<file path="src/rtl/rtccr_pkg.sv">
// Package with register offsets, field positions, reset values and capture bit masks.
package rtccr_pkg;
    localparam int ADDR_W = 8;
    localparam int DATA_W = 8;
    localparam logic [7:0] OFF_CONTROL_ONE = 8'h00;
    localparam logic [7:0] OFF_CONTROL_TWO = 8'h01;
    localparam logic [7:0] OFF_CONTROL_THREE = 8'h02;
    localparam logic [7:0] OFF_CAPTURE_SECONDS = 8'h13;
    localparam logic [7:0] OFF_CAPTURE_MINUTES = 8'h14;
    localparam logic [7:0] OFF_CAPTURE_HOURS = 8'h15;
    localparam logic [7:0] OFF_CAPTURE_DAY = 8'h16;
    localparam logic [7:0] OFF_CAPTURE_MONTH = 8'h17;
    localparam logic [7:0] OFF_CAPTURE_YEAR = 8'h18;
    localparam logic [7:0] OFF_AGING_TRIM = 8'h19;
    localparam logic [7:0] OFF_MEM_ADDR_TOP = 8'h1A;
    localparam logic [7:0] OFF_MEM_ADDR_LOW = 8'h1B;
    localparam logic [7:0] OFF_MEM_WRITE_PORT = 8'h1C;
    localparam logic [7:0] OFF_MEM_READ_PORT = 8'h1D;
    // Control one field positions.
    localparam int BIT_CLOCK_TEST = 7;
    localparam int BIT_WRITE_ZERO = 6;
    localparam int BIT_STOP = 5;
    localparam int BIT_MID_LEVEL = 4;
    localparam int BIT_POWER_ON_RESET_OVERRIDE_SEQ_EN = 3;
    localparam int BIT_HOUR12 = 2;
    localparam int BIT_LONG_TICK = 1;
    localparam int BIT_SHORT_TICK = 0;
    localparam logic [7:0] CONTROL_ONE_RST = 8'h00;
    localparam logic [3:0] AGING_TRIM_RST = 4'h8;
    localparam logic [7:0] MEM_ADDR_LOW_RST = 8'h00;
    // Capture register implemented-bit masks.
    localparam logic [7:0] MASK_SECONDS = 8'h7F;
    localparam logic [7:0] MASK_MINUTES = 8'h7F;
    localparam logic [7:0] MASK_HOURS = 8'h3F;
    localparam logic [7:0] MASK_DAY = 8'h3F;
    localparam logic [7:0] MASK_MONTH = 8'h1F;
    localparam logic [7:0] MASK_YEAR = 8'hFF;
    localparam int BIT_MERIDIEM = 5;
    localparam int MEM_ADDR_W = 9;
    localparam int MEM_DEPTH = 512;
endpackage : rtccr_pkg

</file>
<file path="src/rtl/rtccr_mem.sv">
// Battery-backed user memory with registered read data.
module rtccr_mem #(
    parameter int AW = 9,
    parameter int DW = 8
) (
    input wire logic clock,
    input wire logic clockEn,
    input wire logic wrEn,
    input wire logic [AW-1:0] addr,
    input wire logic [DW-1:0] wrData,
    output logic [DW-1:0] rdData
);
    logic [DW-1:0] store [0:(1<<AW)-1];

    // No reset: contents are undefined at power-on and survive resets.
    always_ff @(posedge clock) begin
        if (clockEn) begin
            if (wrEn) begin
                store[addr] <= wrData;
            end
            rdData <= store[addr];
        end
    end
endmodule // rtccr_mem

</file>
<file path="src/rtl/rtccr_regs.sv">
// Control-one, timestamp capture, aging trim and user memory register bank.
// Contract
// - Unimplemented bits always read back as zero.
// - Undefined-reset bits start arbitrary and survive later resets.
// - Addresses 00h, 01h and 02h are the control registers; only 00h is implemented here, 01h and 02h read as zero.
// - Control one bit 7 selects normal or external clock test mode.
// - Bit 5 set stops timekeeping clock and clears divider chain asynchronously.
// - Clock output stays available at its fast settings while stopped.
// - Bit 4 set by timestamp mid level; stays until host clears it.
// - Bit 3 enables power-on-reset-override sequence reception; keep zero normally.
// - Bit 2 selects 24-hour (zero) or 12-hour counting.
// - Bit 1 enables the once-per-minute interrupt.
// - Bit 0 enables the once-per-second interrupt.
// - Capture seconds holds 0 to 59 in low seven bits.
// - Capture minutes holds 0 to 59.
// - Capture hours holds 1 to 12 plus meridiem bit in 12-hour mode.
// - Capture hours holds 0 to 23 in 24-hour mode.
// - Capture day holds 1 to 31.
// - Capture month holds 1 to 12.
// - Capture year holds 0 to 99 over eight bits.
module rtccr_regs
    import rtccr_pkg::*;
#(
    parameter int MEM_AW = rtccr_pkg::MEM_ADDR_W
) (
    input wire logic clock,
    input wire logic rst_n,
    input wire logic clockEn,
    input wire logic regWrite,
    input wire logic regRead,
    input wire logic [rtccr_pkg::ADDR_W-1:0] regAddr,
    input wire logic [rtccr_pkg::DATA_W-1:0] regWrData,
    output logic [rtccr_pkg::DATA_W-1:0] regRdData,
    input wire logic tsMidLevel,
    input wire logic captureStrobe,
    input wire logic [7:0] liveSeconds,
    input wire logic [7:0] liveMinutes,
    input wire logic [7:0] liveHours,
    input wire logic [7:0] liveDay,
    input wire logic [7:0] liveMonth,
    input wire logic [7:0] liveYear,
    output logic clockTestModeEn,
    output logic timekeepStop,
    output logic dividerClear,
    output logic clockOutKeepAlive,
    output logic timestampMidLevelFlag,
    output logic powerOnResetOverrideEn,
    output logic hour12Mode,
    output logic longTickIrqEn,
    output logic shortTickIrqEn,
    output logic [3:0] agingTrimField
);
    import rtccr_pkg::*;

    // The address registers are one top bit and one low byte, so only nine bits fit.
    if (MEM_AW != MEM_ADDR_W) begin : gBadMemWidth
        $error("rtccr_regs: memory address width must be nine");
    end

    // Pin-level mid-level detect passes two flops before use.
    logic midSync1_r;
    logic midSync2_r;
    logic captureSync1_r;
    logic captureSync2_r;
    logic captureSeen_r;

    always_ff @(posedge clock or negedge rst_n) begin
        if (!rst_n) begin
            midSync1_r <= 1'b0;
            midSync2_r <= 1'b0;
            captureSync1_r <= 1'b0;
            captureSync2_r <= 1'b0;
            captureSeen_r <= 1'b0;
        end else if (clockEn) begin
            midSync1_r <= tsMidLevel;
            midSync2_r <= midSync1_r;
            captureSync1_r <= captureStrobe;
            captureSync2_r <= captureSync1_r;
            captureSeen_r <= captureSync2_r;
        end
    end

    logic captureEvent;
    assign captureEvent = captureSync2_r & ~captureSeen_r;

    logic wrCtl;
    assign wrCtl = regWrite && (regAddr == OFF_CONTROL_ONE);

    // Control one, except the hardware-set mid-level flag.
    logic [7:0] controlOne_r;
    always_ff @(posedge clock or negedge rst_n) begin
        if (!rst_n) begin
            controlOne_r <= CONTROL_ONE_RST;
        end else if (clockEn && wrCtl) begin
            controlOne_r <= regWrData;
            // Bit 6 is held at zero regardless of what the host writes.
            controlOne_r[BIT_WRITE_ZERO] <= 1'b0;
            controlOne_r[BIT_MID_LEVEL] <= 1'b0;
        end
    end

    // Mid-level flag is sticky; a detection in the clear cycle wins.
    logic midFlag_r;
    always_ff @(posedge clock or negedge rst_n) begin
        if (!rst_n) begin
            midFlag_r <= 1'b0;
        end else if (clockEn) begin
            if (midSync2_r) begin
                midFlag_r <= 1'b1;
            end else if (wrCtl && !regWrData[BIT_MID_LEVEL]) begin
                midFlag_r <= 1'b0;
            end
        end
    end

    // Capture registers have no reset: undefined at power-on, kept across resets.
    logic [7:0] capSec_r;
    logic [7:0] capMin_r;
    logic [7:0] capHour_r;
    logic [7:0] capDay_r;
    logic [7:0] capMon_r;
    logic [7:0] capYear_r;
    always_ff @(posedge clock) begin
        if (clockEn && captureEvent) begin
            capSec_r <= liveSeconds & MASK_SECONDS;
            capMin_r <= liveMinutes & MASK_MINUTES;
            // Meridiem bit is an hour tens bit in 24-hour mode.
            capHour_r <= liveHours & MASK_HOURS;
            capDay_r <= liveDay & MASK_DAY;
            capMon_r <= liveMonth & MASK_MONTH;
            capYear_r <= liveYear & MASK_YEAR;
        end
    end

    // Aging trim and memory address registers.
    logic [3:0] aging_r;
    logic memTop_r;
    logic [7:0] memLow_r;
    logic memAccess;
    assign memAccess = (regWrite && regAddr == OFF_MEM_WRITE_PORT)
                    || (regRead && regAddr == OFF_MEM_READ_PORT);
    always_ff @(posedge clock or negedge rst_n) begin
        if (!rst_n) begin
            aging_r <= AGING_TRIM_RST;
            memTop_r <= 1'b0;
            memLow_r <= MEM_ADDR_LOW_RST;
        end else if (clockEn) begin
            if (regWrite && regAddr == OFF_AGING_TRIM) begin
                aging_r <= regWrData[3:0];
            end
            if (regWrite && regAddr == OFF_MEM_ADDR_TOP) begin
                memTop_r <= regWrData[0];
            end
            if (regWrite && regAddr == OFF_MEM_ADDR_LOW) begin
                memLow_r <= regWrData;
            end else if (memAccess) begin
                // Auto-increment across the nine-bit space after each access.
                {memTop_r, memLow_r} <= {memTop_r, memLow_r} + 9'h001;
            end
        end
    end

    logic [MEM_AW-1:0] memAddr;
    assign memAddr = {memTop_r, memLow_r};
    logic [7:0] memRdData;
    rtccr_mem #(.AW(MEM_AW), .DW(8)) userMem (
        .clock(clock),
        .clockEn(clockEn),
        .wrEn(regWrite && regAddr == OFF_MEM_WRITE_PORT),
        .addr(memAddr),
        .wrData(regWrData),
        .rdData(memRdData)
    );

    // Read mux; unimplemented bits and unmapped addresses return zero.
    logic [7:0] rdNxt;
    always_comb begin
        rdNxt = 8'h00;
        unique case (regAddr)
            OFF_CONTROL_ONE: begin
                rdNxt = controlOne_r;
                rdNxt[BIT_WRITE_ZERO] = 1'b0;
                rdNxt[BIT_MID_LEVEL] = midFlag_r;
            end
            OFF_CAPTURE_SECONDS: rdNxt = capSec_r & MASK_SECONDS;
            OFF_CAPTURE_MINUTES: rdNxt = capMin_r & MASK_MINUTES;
            OFF_CAPTURE_HOURS: rdNxt = capHour_r & MASK_HOURS;
            OFF_CAPTURE_DAY: rdNxt = capDay_r & MASK_DAY;
            OFF_CAPTURE_MONTH: rdNxt = capMon_r & MASK_MONTH;
            OFF_CAPTURE_YEAR: rdNxt = capYear_r;
            OFF_AGING_TRIM: rdNxt = {4'h0, aging_r};
            OFF_MEM_ADDR_TOP: rdNxt = {7'h00, memTop_r};
            OFF_MEM_ADDR_LOW: rdNxt = memLow_r;
            default: rdNxt = 8'h00;
        endcase
    end

    // Read data comes straight from a flop. Memory data leaves its own register one
    // cycle after the access, so it is loaded a cycle later than register data.
    // Limitation: a register read in the cycle right after a memory read is dropped.
    logic readMem_r;
    always_ff @(posedge clock or negedge rst_n) begin
        if (!rst_n) begin
            readMem_r <= 1'b0;
            regRdData <= 8'h00;
        end else if (clockEn) begin
            readMem_r <= regRead && regAddr == OFF_MEM_READ_PORT;
            if (readMem_r) begin
                regRdData <= memRdData;
            end else if (regRead) begin
                regRdData <= rdNxt;
            end
        end
    end

    // Registered control outputs.
    always_ff @(posedge clock or negedge rst_n) begin
        if (!rst_n) begin
            clockTestModeEn <= 1'b0;
            timekeepStop <= 1'b0;
            dividerClear <= 1'b0;
            clockOutKeepAlive <= 1'b1;
            timestampMidLevelFlag <= 1'b0;
            powerOnResetOverrideEn <= 1'b0;
            hour12Mode <= 1'b0;
            longTickIrqEn <= 1'b0;
            shortTickIrqEn <= 1'b0;
            agingTrimField <= AGING_TRIM_RST;
        end else if (clockEn) begin
            clockTestModeEn <= controlOne_r[BIT_CLOCK_TEST];
            timekeepStop <= controlOne_r[BIT_STOP];
            // Divider clear is a level the chain uses as async clear.
            dividerClear <= controlOne_r[BIT_STOP];
            // Output clock is never gated by the stop bit.
            clockOutKeepAlive <= 1'b1;
            timestampMidLevelFlag <= midFlag_r;
            powerOnResetOverrideEn <= controlOne_r[BIT_POWER_ON_RESET_OVERRIDE_SEQ_EN];
            hour12Mode <= controlOne_r[BIT_HOUR12];
            longTickIrqEn <= controlOne_r[BIT_LONG_TICK];
            shortTickIrqEn <= controlOne_r[BIT_SHORT_TICK];
            agingTrimField <= aging_r;
        end
    end
endmodule // rtccr_regs

</file>
<file path="config.mk">
export PLATFORM = sky130hd
export DESIGN_NAME = rtccr_regs
export DESIGN_NICKNAME = d
export VERILOG_FILES = /design/src/rtl/rtccr_pkg.sv /design/src/rtl/rtccr_mem.sv /design/src/rtl/rtccr_regs.sv
export SDC_FILE = /design/constraint.sdc
export NUM_CORES = 2
export LEC_CHECK = 0
export ABC_AREA = 0
export BUFFER_PORTS_ARGS = -buffer_cell sky130_fd_sc_hd__buf_2
export CAP_MARGIN = 20
export CELL_PAD_IN_SITES_DETAIL_PLACEMENT = 0
export CELL_PAD_IN_SITES_GLOBAL_PLACEMENT = 1
export CORE_UTILIZATION = 50
export CTS_CLUSTER_DIAMETER = 200
export DETAILED_ROUTE_END_ITERATION = 10
export PLACE_DENSITY = 0.76
export SYNTH_ARGS = -nofsm -noshare
export SYNTH_HDL_FRONTEND = slang
export SYNTH_SLANG_ARGS = --single-unit
</file>
<file path="constraint.sdc">
create_clock -name clock -period 8.11 [get_ports clock]
set_input_delay 0.4055 -clock clock [delete_from_list [all_inputs] [get_ports clock]]
set_output_delay 0.4055 -clock clock [all_outputs]
set_load 0.02 [all_outputs]
</file>
# ---- Word level (Yosys, flattened, before mapping)
# Memory sizes are Yosys's and may differ from the RTL's. A register that Yosys moved wholly into a read port is not among the register bits.
# Cells that the tools add are included.
dict set report op_classes {
  add_sub_neg 1
  eq_ne 11
  n_mux 13
  bitwise 2
  n_reduce_logical 19
}
# op n
set ops {}
lappend ops {{$eq A8 B5 Y1 const B} 11}
lappend ops {{$pmux W8 S10} 1}
lappend ops {{$mux W8} 4}
lappend ops {{$add A9 B1 Y9 const B} 1}
lappend ops {{$logic_and A1 B1 Y1} 9}
lappend ops {{$logic_not A8 Y1} 1}
lappend ops {{$mux W1} 8}
lappend ops {{$reduce_and A2 Y1} 4}
lappend ops {{$reduce_bool A2 Y1} 3}
lappend ops {{$and A1 B1 Y1} 1}
lappend ops {{$logic_not A1 Y1} 1}
lappend ops {{$logic_or A1 B1 Y1} 1}
lappend ops {{$not A1 Y1} 1}
dict set report totals {
  ff_bits 84
  ram_bits 4096
  mem_count 1
}
# name words word_bits read_ports rd_clocked_by_memory_dff wr line_no
set memory_table {}
lappend memory_table {userMem.store 512 8 1 1 1 rtccr_mem.sv:13} ;# logic [DW-1:0] store [0:(1<<AW)-1];

# ---- Longest topological paths before layout
dict set report depth {
  ltp_word 5
  depth_mapped 15
  depth_no_buf 7
}

# ---- By module
# A second synthesis with hierarchy kept.
dict set report unflattened {
  hier_cells 7885
  area_unflattened_um2 162842.4
}
# module instances cells_per_inst area_each_um2
set modules_own_cells {}
lappend modules_own_cells {rtccr_mem 1 7562 158933.7}
lappend modules_own_cells {rtccr_regs 1 323 3908.7}

# ---- Least setup slack after synthesis
# Ideal clock, no wire load.
dict set report synth_timing {
  kind {flip-flop to flip-flop}
  start {reg memLow_r[0]}
  end {mem userMem.store[130][0] (enable)}
  setup_ns 0.370
  arrival_time_ns 3.027
  t_required_ns 7.740
  path_slack_ns 4.713
  path_stages_with_launch 14
  synth_period_minus_slack_ns 3.397
  cell_sequence {dfrtp_1 -> buf_6 -> buf_12 -> buf_12 -> buf_6 -> buf_4 -> inv_1 -> buf_2 -> buf_2 -> buf_1 -> ha_1 -> nand2_1 -> buf_1 -> nor2_1}
}
# element line_no
set synth_lines {}
lappend synth_lines {{start, declared} rtccr_regs.sv:138} ;# logic [7:0] memLow_r;
lappend synth_lines {{start signal, assigned} rtccr_regs.sv:155} ;# memLow_r <= regWrData;
lappend synth_lines {{start signal, assigned} rtccr_regs.sv:158} ;# {memTop_r, memLow_r} <= {memTop_r, memLow_r} + 9'h001;
lappend synth_lines {{end, declared} rtccr_mem.sv:13}
# Straight into the memory's write port.

==> results by group <==
Detailed routing
  – Drt first pass iters: 7
  – ANT nets after route: 0
  – DRT iter0 DRCs: between 10000 and 15000
  – Vias: approximately 83000
  – Vias per inst: about 6.5
  – DRC Markers: 0
  – Drt wl/cell: 33.61 um
  – WL final: ~430000 um

GRT
  – Initial antenna violation count: 16
  – Number of global-route vias before repair: 82280
  – GRT overflow: 0
  – Pin count of the biggest net entering global routing: around 220
  – First-pass GRT wire length: 610800 um
  – Total GRT Usage: a little over a quarter

CTS
  – Worst-Skew Late Latency: between 900 and 1000 ps
  – Clock sinks: between 4000 and 5000
  – Clock-pin slew on the worst setup and hold paths: ~70 ps
  – CTS tree: built
  – Clock H-tree levels: 5
  – Clk Tree Root Cell: clkbuf_16
  – Clk buf depth: 4
  – CTS buffer count: around 410
  – Cts hold-fix bufs: 52
  – Post-CTS Resized: 0
  – Post-CTS setup buffers: 0

Worst setup path
  – CP Depth: 8
  – Worst path max stage delay: roughly 1200 ps
  – CP Launch Type: flip-flop
  – Buf/Inv on CP: 2
  – Most common cell on crit path: buf_12
  – Slowest CP cell: a221oi_1
  – Crit-path cells: buf_12 -> buf_12 -> mux4_2 -> a22oi_1 -> a31oi_1 -> a221oi_1 -> nand4_1 -> or3_1
  – Worst path top cell family by delay: compound AO/OA/AOI/OAI gates
  – Arr. time, crit path: between 6000 and 7000 ps
  – Crit-path max FO: 65
  – Worst reg2reg path depth: 8
  – Critical Path RT: around 9000 ps
  – Crit. End Element: flip-flop
  – CP Class: reg -> reg

Worst hold path
  – Hold Path Depth: 1
  – Min-Delay Path Class: in -> reg

Yosys
  – Post-synth net total: around 8000
  – Post-synth top area share: 76.28%
  – Yosys cell types: 83
  – Gate Count Post-Synth: slightly below 8000
  – Async set or reset register ratio after synthesis: around 1.1%
  – Sequential fraction of the synthesis area: roughly three quarters
  – Top-count cell post-synth: edfxtp_1
  – Ys Warns: 0
  – Cell Area, Synth: roughly 160000 um2
  – Synth Flop Type: edfxtp_1
  – Commonest cells in the netlist: edfxtp_1 (4143), mux4_2 (835), nor2_1 (552), mux2i_1 (420), nand2_1 (210)
  – Post-synth EDFFs: roughly 4100
  – Post-synthesis register bit count: roughly 4200
  – Area leader, netlist: edfxtp_1
  – Synth area leaders: edfxtp_1 (76%), mux4_2 (12%), mux2i_1 (2.6%), nor2_1 (1.3%), a22oi_1 (0.76%)
  – Synthesized area per cell: 20.51 um2

Timing
  – Final hold slack: approximately 43 ps
  – Achievable Freq: 170.9 MHz
  – Max-slew headroom: 9.191%
  – TNS Setup: 0 ps
  – Post-route minimum period: approximately 5900 ps
  – Final period util: between 70% and 80%
  – Slew Limit Fails: 0
  – RSZ-0062 raised after global routing: no
  – Final worst slack: around 2300 ps
  – Hold Violations, Final: 0
  – Clock skew: ~61 ps
  – # setup viols final: 0
  – Actual slew at the worst max-slew pin: roughly 1400 ps

Die
  – # IOs: 92
  – Die area: 328500 um2
  – Row Count: about 210
  – Chip width: 573.2 um
  – Die span in y: about 570 um
  – Initial Util: roughly 50%
  – CORE AREA: roughly 320000 um2

Power
  – Peak VDD IR: around 0.00021 V
  – Leak pwr: about 56 nW
  – Power density over cell area: between 200 and 300 nW/um2

Placed design
  – RePlAce Congestion: 0.8982
  – Port Buf Inserts: 81
  – Placed cell count: 12040
  – Pre-CTS setup slack: around 2600 ps
  – HPWL after DPL: around 260000 um

Status
  – Outcome: completed

Final layout
  – Nets: between 8000 and 9000
  – Area growth from synthesis to layout: 11.55%
  – Share of cells above drive strength 1: 21.26%
  – Fin cells: between 10000 and 15000

Run
  – Number of max-cap violations: 0
cells by family (layout without fill, tap and decap cells):
kind of cell,Yosys count,in the layout,synth area share [%]
flip-flops,4188,4188,76.97
buffers and inverters,516,1052,1.630
AO/OA/AOI/OAI,761,761,3.191
other,1,12,0.002299
AND/OR/NAND/NOR,1130,1130,3.156
multiplexers,1353,1353,15.02
adder cells (fa/ha/maj),4,4,0.03069
power breakdown:
group / switching (mW) / leakage, nW / internal (mW)
clock network: 7.92 / 6.31 / 10.6
registers: 0.0604 / 37.8 / 23.8
logic: 1.85 / 11.8 / 1.24
total: 9.82 / 55.9 / 35.7
routing by layer:
metal	GRT usage, %	vias to the layer above	share of wire [%]
li1	-	33560	-
met1	35.85	43950	38
met2	41.07	4725	47
met3	5.022	864	9.6
met4	10.82	10	4.6
met5	0	-	0.016
final timing paths:
check / end / slack [ps] / startpoint
min in group asynchronous: hour12Mode / 410 / rst_n
max in group asynchronous: aging_r[3] / 7190 / rst_n
worst max register to register: userMem.rdData[1] / 2260 / memLow_r[1]
worst min-delay path: userMem.store[173][3] / 40 / regWrData[3]
worst min register to register: regRdData[6] / 490 / regRdData[6]
worst max-delay path: userMem.rdData[1] / 2260 / memLow_r[1]
stage by stage:
| step | util, % | area (um2) | power [mW] |
|---|---|---|---|
| after global routing | 56.11 | 181900 | 46.56 |
| after detailed placement | 51.96 | 168500 | 27.40 |
| final | 56.11 | 181900 | 45.51 |
| after global placement | 51.96 | 168500 | 27.35 |
| after CTS | 56.09 | 181900 | 45.64 |
| after floorplan | - | 163100 | 26.24 |
placed cells by master, fill, tap and decap left out, drive strengths merged, types with 43 or more instances in the layout:
master | Yosys | final
clkbuf | 191 | 484
nor2 | 552 | 552
edfxtp | 4143 | 4143
o21ai | 105 | 105
dlygate4sd3 | 0 | 53
nand4 | 76 | 76
mux4 | 861 | 861
nand2 | 210 | 210
dfrtp | 43 | 43
nand3 | 120 | 120
mux2 | 72 | 72
mux2i | 420 | 420
o22ai | 102 | 102
buf | 320 | 276
a22oi | 166 | 166
a21oi | 133 | 133
clkinv | 1 | 177
sequential cells by signal, indices dropped and copies added, names as in the netlist, 4 cells and up:
name	flops
userMem.rdData	8
agingTrimField	4
capDay_r	6
capYear_r	8
capMon_r	5
controlOne_r	6
capMin_r	7
regRdData	8
capSec_r	7
capHour_r	6
userMem.store	4096
aging_r	4
memLow_r	8
final cells by class:
cell class                      instances  area (um2)
Antenna cell                           11       27.53
Clock buffer                          483       10660
Clock inverter                        234        2188
Fill cell                           23690      142300
Inverter                                5       25.02
Multi-Input combinational cell       3249       35160
Sequential cell                      4188      125600
Tap cell                             4325        5411
Timing Repair Buffer                  330        2917
No activity file was read; power rests on OpenSTA's default activity.
